===== config.mk =====
export PLATFORM = sky130hd
export DESIGN_NAME = ssb_bank
export DESIGN_NICKNAME = d
export VERILOG_FILES = /design/src/hdl/ssb_pkg.sv /design/src/hdl/ssb_bank.sv
export VERILOG_INCLUDE_DIRS = /design/src /design/src/hdl
export SDC_FILE = /design/constraint.sdc
export NUM_CORES = 1
export LEC_CHECK = 0
export BUFFER_PORTS_ARGS = -buffer_cell sky130_fd_sc_hd__buf_4
export CAP_MARGIN = 20
export CORE_AREA = 2 2 167 169
export CTS_CLUSTER_DIAMETER = 60
export DETAILED_ROUTE_END_ITERATION = 16
export DIE_AREA = 0 0 169 171
export GPL_ROUTABILITY_DRIVEN = 0
export PLACE_DENSITY = 0.54
export SLEW_MARGIN = 30
export SYNTH_ARGS = -nofsm -noshare
export SYNTH_HDL_FRONTEND = slang
export SYNTH_SLANG_ARGS = --single-unit
export TNS_END_PERCENT = 30

===== constraint.sdc =====
create_clock -name clk -period 17.7 [get_ports clk]
set_input_delay 2.655 -clock clk [delete_from_list [all_inputs] [get_ports clk]]
set_output_delay 2.655 -clock clk [all_outputs]
set_load 0.1 [all_outputs]

===== src/hdl/ssb_defines.svh =====
// object indices, bit positions and reset values of the supply status bank
`ifndef SSB_DEFINES_SVH
`define SSB_DEFINES_SVH

`define SSB_IDX_QUES 16'h200B
`define SSB_IDX_STATUS 16'h200D
`define SSB_IDX_MEAS_CURR 16'h2101
`define SSB_IDX_MEAS_VOLT 16'h2102
`define SSB_IDX_CURR_WR 16'h2201
`define SSB_IDX_CURR_RD 16'h2202
`define SSB_IDX_VOLT_WR 16'h2203
`define SSB_IDX_VOLT_RD 16'h2204
`define SSB_SUB_STATUS_LOW 8'h00
`define SSB_SUB_STATUS_HIGH 8'h01
`define SSB_SUB_DEFAULT 8'h00

`define SSB_TARGET_RESET 32'h00000000
`define SSB_WORD_ZERO 32'h00000000

`define SSB_S0_STANDBY 0
`define SSB_S0_LIVE 1
`define SSB_S0_AMP_TRIP 4
`define SSB_S0_HIGH_VOLT_TRIP 5
`define SSB_S0_WATT_TRIP 6
`define SSB_S0_SENSE_BOUNDS 7
`define SSB_S0_LOW_VOLT_TRIP 8
`define SSB_S0_SHUTDOWN 9
`define SSB_S0_LINEAR_OVERLOAD 10
`define SSB_S0_RESISTOR_OVERLOAD 11
`define SSB_S0_START_FAILED 12
`define SSB_S0_START_PENDING 13
`define SSB_S0_LINE_CURRENT 14
`define SSB_S0_COMM 15
`define SSB_S0_TERM_AMP_LIMIT 16
`define SSB_S0_TERM_VOLT_LIMIT 17
`define SSB_S0_LINEAR_HOT 18
`define SSB_S0_AUX_FUSE 19
`define SSB_S0_INTERLOCK 20
`define SSB_S0_MAINTENANCE 22
`define SSB_S0_DIODE_HOT 23
`define SSB_S0_CONFIG_MISMATCH 24
`define SSB_S0_STACK_EXCEEDED 25
`define SSB_S0_IO_INPUT_FAULT 26
`define SSB_S0_RESISTOR_HOT 27
`define SSB_S0_UNDER_MINIMUM 28
`define SSB_S0_REGULATION_LOST 29
`define SSB_S0_TARGET_UPDATE 30

`define SSB_S1_PHASE_MISSING 0
`define SSB_S1_INPUT_FUSE 1
`define SSB_S1_FAN_STALLED 2
`define SSB_S1_POWER_STAGE_HOT 4
`define SSB_S1_FILTER_HOT 5
`define SSB_S1_CAPACITOR_HOT 6
`define SSB_S1_MAGNETICS_HOT 7
`define SSB_S1_RATING_INVALID 16
`define SSB_S1_FIRMWARE_MISMATCH 17

`define SSB_Q_VOLT_PROTECT 0
`define SSB_Q_AMP_TRIP 1
`define SSB_Q_VOLT_TRIP 2
`define SSB_Q_WATT_TRIP 3
`define SSB_Q_AMP_PROTECT 4
`define SSB_Q_TEMP_PROTECT 5
`define SSB_Q_SENSE_LOSS 6
`define SSB_Q_CONST_AMP 7
`define SSB_Q_CONST_VOLT 8
`define SSB_Q_CONST_OHM 9
`define SSB_Q_CONST_WATT 10
`define SSB_Q_ANY_SOFT 11
`define SSB_Q_ANY_HARD 12
`define SSB_Q_INTERLOCK 13
`define SSB_Q_INPUT_POWER 14
`define SSB_Q_INPUT_FAULT 15

`endif


===== src/hdl/ssb_pkg.sv =====
// types shared by the supply status and set-point bank
`default_nettype none
package ssb_pkg;

  typedef enum logic [2:0] {
    SSB_REG_NONE = 3'h0,
    SSB_REG_CONST_AMP = 3'h1,
    SSB_REG_CONST_VOLT = 3'h3,
    SSB_REG_CONST_OHM = 3'h2,
    SSB_REG_CONST_WATT = 3'h6
  } ssb_reg_mode_t;

  typedef struct packed {
    logic standby;
    logic live;
    logic amp_trip_flag;
    logic high_volt_trip_flag;
    logic watt_trip_flag;
    logic sense_bounds_flag;
    logic low_volt_trip_flag;
    logic shutdown;
    logic linear_module_overload;
    logic resistor_overload;
    logic target_start_failed;
    logic target_start_pending;
    logic line_current_exceeded;
    logic comm_corrupted;
    logic terminal_amp_limit;
    logic terminal_volt_limit;
    logic linear_module_hot;
    logic aux_fuse_open;
    logic interlock_open_flag;
    logic maintenance;
    logic diode_module_hot;
    logic config_mismatch;
    logic firmware_stack_exceeded;
    logic io_input_fault;
    logic resistor_module_hot;
    logic under_rated_minimum;
    logic regulation_lost;
    logic target_update_active;
    logic input_phase_missing;
    logic input_fuse_open;
    logic fan_stalled;
    logic power_stage_hot;
    logic output_filter_hot;
    logic output_capacitor_hot;
    logic magnetics_hot;
    logic rating_invalid;
    logic firmware_mismatch;
  } ssb_sources_t;

  typedef struct packed {
    logic valid;
    logic write;
    logic [15:0] index;
    logic [7:0] subindex;
    logic [31:0] data;
  } ssb_request_t;

  typedef struct packed {
    logic valid;
    logic error;
    logic [31:0] data;
  } ssb_response_t;

  typedef struct packed {
    logic [31:0] status_low;
    logic [31:0] status_high;
    logic [31:0] questionable;
    ssb_response_t rsp;
    logic [31:0] current_target;
    logic [31:0] voltage_target;
    logic [31:0] regulation_target;
  } ssb_state_t;

endpackage : ssb_pkg

`default_nettype wire


===== src/hdl/ssb_bank.sv =====
// status, measurement and set-point object bank of the supply
`timescale 1ns/1ps
`default_nettype none
`include "ssb_defines.svh"

module ssb_bank
  import ssb_pkg::*;
(
  input wire logic clk,
  input wire logic sys_rst,
  input var ssb_sources_t sources,
  input var ssb_reg_mode_t reg_mode,
  input wire logic [31:0] avg_terminal_current,
  input wire logic [31:0] avg_terminal_voltage,
  input wire logic [31:0] avg_sense_voltage,
  input wire logic sense_engaged,
  input var ssb_request_t req,
  output var ssb_response_t rsp,
  output logic [31:0] status_low,
  output logic [31:0] status_high,
  output logic [31:0] questionable,
  output logic [31:0] current_target,
  output logic [31:0] voltage_target,
  output logic [31:0] regulation_target
);

  ssb_state_t state;
  ssb_state_t next_state;

  // combinational copies of the live words, so a read answers with the
  // condition present in the request cycle rather than a stale snapshot
  logic [31:0] live_low;
  logic [31:0] live_high;
  logic [31:0] live_ques;
  logic [31:0] live_volt;
  logic soft_any;
  logic hard_any;
  logic temp_any;

  always_comb begin
    live_low = `SSB_WORD_ZERO;
    live_low[`SSB_S0_STANDBY] = sources.standby;
    live_low[`SSB_S0_LIVE] = sources.live;
    live_low[`SSB_S0_AMP_TRIP] = sources.amp_trip_flag;
    live_low[`SSB_S0_HIGH_VOLT_TRIP] = sources.high_volt_trip_flag;
    live_low[`SSB_S0_WATT_TRIP] = sources.watt_trip_flag;
    live_low[`SSB_S0_SENSE_BOUNDS] = sources.sense_bounds_flag;
    live_low[`SSB_S0_LOW_VOLT_TRIP] = sources.low_volt_trip_flag;
    live_low[`SSB_S0_SHUTDOWN] = sources.shutdown;
    live_low[`SSB_S0_LINEAR_OVERLOAD] = sources.linear_module_overload;
    live_low[`SSB_S0_RESISTOR_OVERLOAD] = sources.resistor_overload;
    live_low[`SSB_S0_START_FAILED] = sources.target_start_failed;
    live_low[`SSB_S0_START_PENDING] = sources.target_start_pending;
    live_low[`SSB_S0_LINE_CURRENT] = sources.line_current_exceeded;
    live_low[`SSB_S0_COMM] = sources.comm_corrupted;
    live_low[`SSB_S0_TERM_AMP_LIMIT] = sources.terminal_amp_limit;
    live_low[`SSB_S0_TERM_VOLT_LIMIT] = sources.terminal_volt_limit;
    live_low[`SSB_S0_LINEAR_HOT] = sources.linear_module_hot;
    live_low[`SSB_S0_AUX_FUSE] = sources.aux_fuse_open;
    live_low[`SSB_S0_INTERLOCK] = sources.interlock_open_flag;
    live_low[`SSB_S0_DIODE_HOT] = sources.diode_module_hot;
    live_low[`SSB_S0_RESISTOR_HOT] = sources.resistor_module_hot;
    live_low[`SSB_S0_MAINTENANCE] = sources.maintenance;
    live_low[`SSB_S0_CONFIG_MISMATCH] = sources.config_mismatch;
    live_low[`SSB_S0_STACK_EXCEEDED] = sources.firmware_stack_exceeded;
    live_low[`SSB_S0_IO_INPUT_FAULT] = sources.io_input_fault;
    live_low[`SSB_S0_UNDER_MINIMUM] = sources.under_rated_minimum;
    live_low[`SSB_S0_REGULATION_LOST] = sources.regulation_lost;
    live_low[`SSB_S0_TARGET_UPDATE] = sources.target_update_active;
  end

  always_comb begin
    live_high = `SSB_WORD_ZERO;
    live_high[`SSB_S1_PHASE_MISSING] = sources.input_phase_missing;
    live_high[`SSB_S1_INPUT_FUSE] = sources.input_fuse_open;
    live_high[`SSB_S1_FAN_STALLED] = sources.fan_stalled;
    live_high[`SSB_S1_POWER_STAGE_HOT] = sources.power_stage_hot;
    live_high[`SSB_S1_FILTER_HOT] = sources.output_filter_hot;
    live_high[`SSB_S1_CAPACITOR_HOT] = sources.output_capacitor_hot;
    live_high[`SSB_S1_MAGNETICS_HOT] = sources.magnetics_hot;
    live_high[`SSB_S1_RATING_INVALID] = sources.rating_invalid;
    live_high[`SSB_S1_FIRMWARE_MISMATCH] = sources.firmware_mismatch;
  end

  // the questionable word is a summary of the status sources; any module
  // over temperature counts as the single temperature hard fault
  always_comb begin
    temp_any = sources.linear_module_hot
             | sources.diode_module_hot
             | sources.resistor_module_hot
             | sources.power_stage_hot
             | sources.output_filter_hot
             | sources.output_capacitor_hot
             | sources.magnetics_hot;
    live_ques = `SSB_WORD_ZERO;
    live_ques[`SSB_Q_VOLT_PROTECT] = sources.terminal_volt_limit;
    live_ques[`SSB_Q_AMP_PROTECT] = sources.terminal_amp_limit;
    live_ques[`SSB_Q_TEMP_PROTECT] = temp_any;
    live_ques[`SSB_Q_SENSE_LOSS] = sources.sense_bounds_flag;
    live_ques[`SSB_Q_AMP_TRIP] = sources.amp_trip_flag;
    live_ques[`SSB_Q_VOLT_TRIP] = sources.high_volt_trip_flag;
    live_ques[`SSB_Q_WATT_TRIP] = sources.watt_trip_flag;
    live_ques[`SSB_Q_CONST_AMP] = (reg_mode == SSB_REG_CONST_AMP);
    live_ques[`SSB_Q_CONST_VOLT] = (reg_mode == SSB_REG_CONST_VOLT);
    live_ques[`SSB_Q_CONST_OHM] = (reg_mode == SSB_REG_CONST_OHM);
    live_ques[`SSB_Q_CONST_WATT] = (reg_mode == SSB_REG_CONST_WATT);
    soft_any = live_ques[`SSB_Q_AMP_TRIP]
             | live_ques[`SSB_Q_VOLT_TRIP]
             | live_ques[`SSB_Q_WATT_TRIP];
    hard_any = live_ques[`SSB_Q_VOLT_PROTECT]
             | live_ques[`SSB_Q_AMP_PROTECT]
             | live_ques[`SSB_Q_TEMP_PROTECT]
             | live_ques[`SSB_Q_SENSE_LOSS];
    live_ques[`SSB_Q_ANY_SOFT] = soft_any;
    live_ques[`SSB_Q_ANY_HARD] = hard_any;
    live_ques[`SSB_Q_INTERLOCK] = sources.interlock_open_flag;
    live_ques[`SSB_Q_INPUT_POWER] = sources.input_phase_missing | sources.input_fuse_open;
    live_ques[`SSB_Q_INPUT_FAULT] = sources.io_input_fault;
  end

  always_comb begin
    live_volt = sense_engaged ? avg_sense_voltage : avg_terminal_voltage;
  end

  always_comb begin
    next_state = state;
    // status words follow their sources every cycle; nothing holds them
    next_state.status_low = live_low;
    next_state.status_high = live_high;
    next_state.questionable = live_ques;
    next_state.rsp.valid = 1'b0;
    next_state.rsp.error = 1'b0;
    next_state.rsp.data = state.rsp.data;
    if (req.valid && !req.write) begin
      next_state.rsp.valid = 1'b1;
      // reads only select a value, so a query leaves every word untouched
      case (req.index)
        `SSB_IDX_QUES: begin
          next_state.rsp.data = live_ques;
        end
        `SSB_IDX_STATUS: begin
          if (req.subindex == `SSB_SUB_STATUS_LOW) begin
            next_state.rsp.data = live_low;
          end else if (req.subindex == `SSB_SUB_STATUS_HIGH) begin
            next_state.rsp.data = live_high;
          end else begin
            next_state.rsp.data = `SSB_WORD_ZERO;
            next_state.rsp.error = 1'b1;
          end
        end
        `SSB_IDX_MEAS_CURR: begin
          next_state.rsp.data = avg_terminal_current;
        end
        `SSB_IDX_MEAS_VOLT: begin
          next_state.rsp.data = live_volt;
        end
        `SSB_IDX_CURR_WR, `SSB_IDX_CURR_RD: begin
          next_state.rsp.data = state.current_target;
        end
        `SSB_IDX_VOLT_WR, `SSB_IDX_VOLT_RD: begin
          next_state.rsp.data = state.voltage_target;
        end
        default: begin
          next_state.rsp.data = `SSB_WORD_ZERO;
          next_state.rsp.error = 1'b1;
        end
      endcase
    end else if (req.valid && req.write) begin
      next_state.rsp.valid = 1'b1;
      next_state.rsp.data = `SSB_WORD_ZERO;
      case (req.index)
        `SSB_IDX_CURR_WR: begin
          next_state.current_target = req.data;
        end
        `SSB_IDX_VOLT_WR: begin
          next_state.voltage_target = req.data;
        end
        default: begin
          // read-only and unknown objects keep their contents
          next_state.rsp.error = 1'b1;
        end
      endcase
    end
    // the loop reference follows the mode; outside current and voltage regulation the loop
    // owns its own target, so the voltage target is held as a safe default
    case (reg_mode)
      SSB_REG_CONST_AMP: begin
        next_state.regulation_target = next_state.current_target;
      end
      SSB_REG_CONST_VOLT: begin
        next_state.regulation_target = next_state.voltage_target;
      end
      default: begin
        next_state.regulation_target = next_state.voltage_target;
      end
    endcase
  end

  always_ff @(posedge clk or posedge sys_rst) begin
    if (sys_rst) begin
      state.status_low <= `SSB_WORD_ZERO;
      state.status_high <= `SSB_WORD_ZERO;
      state.questionable <= `SSB_WORD_ZERO;
      state.rsp.valid <= 1'b0;
      state.rsp.error <= 1'b0;
      state.rsp.data <= `SSB_WORD_ZERO;
      state.current_target <= `SSB_TARGET_RESET;
      state.voltage_target <= `SSB_TARGET_RESET;
      state.regulation_target <= `SSB_TARGET_RESET;
    end else begin
      state <= next_state;
    end
  end

  assign rsp = state.rsp;
  assign status_low = state.status_low;
  assign status_high = state.status_high;
  assign questionable = state.questionable;
  assign current_target = state.current_target;
  assign voltage_target = state.voltage_target;
  assign regulation_target = state.regulation_target;

endmodule : ssb_bank

`default_nettype wire


==> results.yml <==
outcome:
  status: "finished clean"
global_route:
  grt_usage_pct: 22.46
  grt_pass1_wl_mm: 47.96
  grt_pass1_vias: 7361
  grt_max_degree: 111
  antenna_found_initial: 2
  overflow: 0
layout:
  multi_input_area_sq_mm: 0.003482
  regArea_sq_mm: 0.004379
  final_cell_mix: "buf_4 (387), dfrtp_1 (175), nand2_1 (106), nor2_1 (96), o22ai_1 (63)"
  fillers: 2723
  final_common_cell: "buf_4"
  area_delta_synth_final_pct: 40.90
  nNetsFinal: 1365
  drive_gt1_share_pct: 41.57
logic_synthesis:
  ys_seq_elements: 175
  synthCells: 824
  yosysWarnings: 0
  avgSynthCellArea_sq_um: 10.29
  synth.cell_area_sq_mm: 0.008479
  synth_enable_flop_cells: 0
  synth-async-reset-ratio_pct: 100.0
  ys_types: 60
  ys.flop_type: "dfrtp_1"
  ys_seq_area_share_pct: 51.65
setup_path:
  worstReg2RegEnd: "rsp[11]"
  cp_cell_sequence: "buf_4 -> nor4_1 -> nand3_2 -> or3_1 -> buf_4 -> nand2_2 -> o22ai_1 -> nor2_1"
  start_kind: "input port"
  rrSetupSlack_ns: 15.85
  critPathKind: "input port to register"
  slowest_delay_ns: 0.66
  r2r_cells: 4
  crit_path_frequent_cell: "buf_4"
  crit_required_ns: 18.06
  worstPathMaxFanout: 33
  crit_path_end_kind: "register"
  crit_arrival_ns: 5.71
  r2r-start: "voltage_target[11]"
  cp_slowest_cell: "nand2_2"
sta:
  maxSlewViolCount: 0
  period_share_pct: 30.21
  finClkSkew_ns: 0.01543
  max-slew-margin-rel_pct: 35.65
  finalSetupViolations: 0
  min_period_ns: 5.347
  rsz0062_at_grt: "no"
  fmax_mhz: 187.0
  setup_ws_ns: 12.35
  worst_pin_slew_ns: 0.9652
  hold_viol: 0
  setup_tns_ns: 0
power:
  peakVddDrop_v: 0.00005976
  leakagePower_nw: 5.838
  powerDensity_mw_per_mm2: 81.77
placement:
  place_ws_ns: 11.84
  place.detailed.hpwl_mm: 24.67
  port_buffers: 379
floorplanning:
  pin_count: 423
  start_util_pct: 31.03
  die_h_um: 171
  fp.dieW_um: 169
  die_area_sq_mm: 0.02890
  core_sq_mm: 0.02732
  rows: 61
route:
  routed_wl_mm: 33.59
  num_vias: 7704
  drc_errors: 0
  detail-route-antenna-nets: 0
  via_per_inst: 5.042
  dr.first_iter.drc_count: 491
  drt-pass1-iter-count: 5
  avgRoutedWirePerCell_um: 21.99
clock_tree:
  cts-root-buf: "clkbuf_16"
  htree_levels: 4
  clk_latency_ns: 0.44
  cts_tree: "yes"
  cts_resized: 0
  cts.sinks: 175
  cts_buffers: 17
  clk_transition_reported_paths_ns: 0.07
  clk_path_buf_depth: 2
  postCtsSetupBuffers: 0
  holdBufCountCts: 0
worst_hold_path:
  holdPathStages: 2
  min_from: "rsp[24]"
  hp-class: "register to register"
  hold_end: "rsp[24]"
flow_run:
  drv_cap: 0
[sequential cells by signal, indices dropped and copies added (netlist names)]
signal             cells
regulation_target     32
status_high            9
status_low            21
voltage_target        32
questionable          15
current_target        32
rsp                   34
[synth_stat cells, drive strengths merged (2+ instances only)]
cell	instances	area (sq um)
a211oi	20	150.1
a21boi	3	22.52
a21oi	5	25.02
a221oi	4	41.29
a222oi	14	140.1
a22o	3	26.28
a22oi	26	195.2
a31oi	2	12.51
a32o	2	20.02
and2	2	12.51
and3	3	18.77
and3b	2	17.52
buf	79	569.3
clkbuf	28	105.1
dfrtp	175	4379
inv	37	138.9
mux2	56	630.6
mux2i	16	160.2
nand2	108	410.4
nand2b	5	31.28
nand3	14	75.07
nand4	2	12.51
nor2	96	360.4
nor2b	2	12.51
nor3	5	25.02
nor3b	4	40.03
nor4	6	73.82
nor4b	3	38.79
o21ai	4	20.02
o22ai	66	431.7
o2bb2ai	13	113.9
or3	4	25.02
[cell families (layout without fill, tap and decap cells)]
| group | count (synthesis) | count (layout) | synth area share, % |
|---|---|---|---|
| and+or+nand+nor | 261 | 261 | 14.14 |
| muxes | 72 | 72 | 9.326 |
| buffers and inverters | 144 | 459 | 9.591 |
| xor gates and xnor gates | 2 | 2 | 0.2066 |
| DFF | 175 | 175 | 51.65 |
| AOI/OAI and AO/OA | 169 | 169 | 15.05 |
| other | 1 | 44 | 0.04422 |
[power breakdown]
part	leakage (nW)	total, mW	internal, mW	switching (mW)
Combinational	3.26	0.201	0.0506	0.150
Clock	0.257	0.366	0.186	0.180
Sequential	2.32	0.410	0.407	0.00292
[worst max path at each step]
stage,from,to,slack [ns],cells after the start
finish,req[45],regulation_target[15],12.35,8
global route,req[45],regulation_target[28],12.05,8
CTS,req[45],regulation_target[18],12.30,8
detailed placement,req[45],regulation_target[3],11.84,8
global placement,req[45],regulation_target[19],11.93,8
floorplan,sys_rst,current_target[0],10.30,1
[through the flow]
stage | total power, mW | hold slack [ns] | util, % | instance area, sq um | std cells
final | 0.9770 | 0.5298 | 43.73 | 11950 | 1528
after global routing | 1.010 | 0.5415 | 43.73 | 11950 | 1528
after CTS | 0.9849 | 0.5266 | 43.72 | 11950 | 1527
after detailed placement | 0.6203 | 0.5120 | 41.68 | 11390 | 1495
after global placement | 0.6193 | 0.5110 | 41.47 | 11330 | 1491
after floorplan | 0.5612 | 0.9625 | - | 8637 | 866
[layer usage]
metal | global-route usage (%) | share of wire, % | vias to the layer above
li1 | - | - | 3520
met3 | 3.909 | 6.0 | 29
met1 | 30.55 | 44 | 3818
met4 | 5.611 | 1.5 | 0
met5 | 0 | 0 | -
met2 | 37.28 | 48 | 337
[final cells by class]
class,count,area share (%)
flip-flops and latches,175,36.65
clock buffers,19,3.623
diodes,1,0.02094
clock inverters,13,1.047
multi-input cells,547,29.14
repair buffers,390,24.66
well taps,346,3.623
inverters,37,1.225
[worst max-delay path: cells and delay by family]
family                 cells  cell delay [ns]
AO/OA/AOI/OAI              1             0.15
buffers and inverters      2             0.37
AND/OR/NAND/NOR            5             2.50
Note: power is estimated with default switching activity, not from simulation.
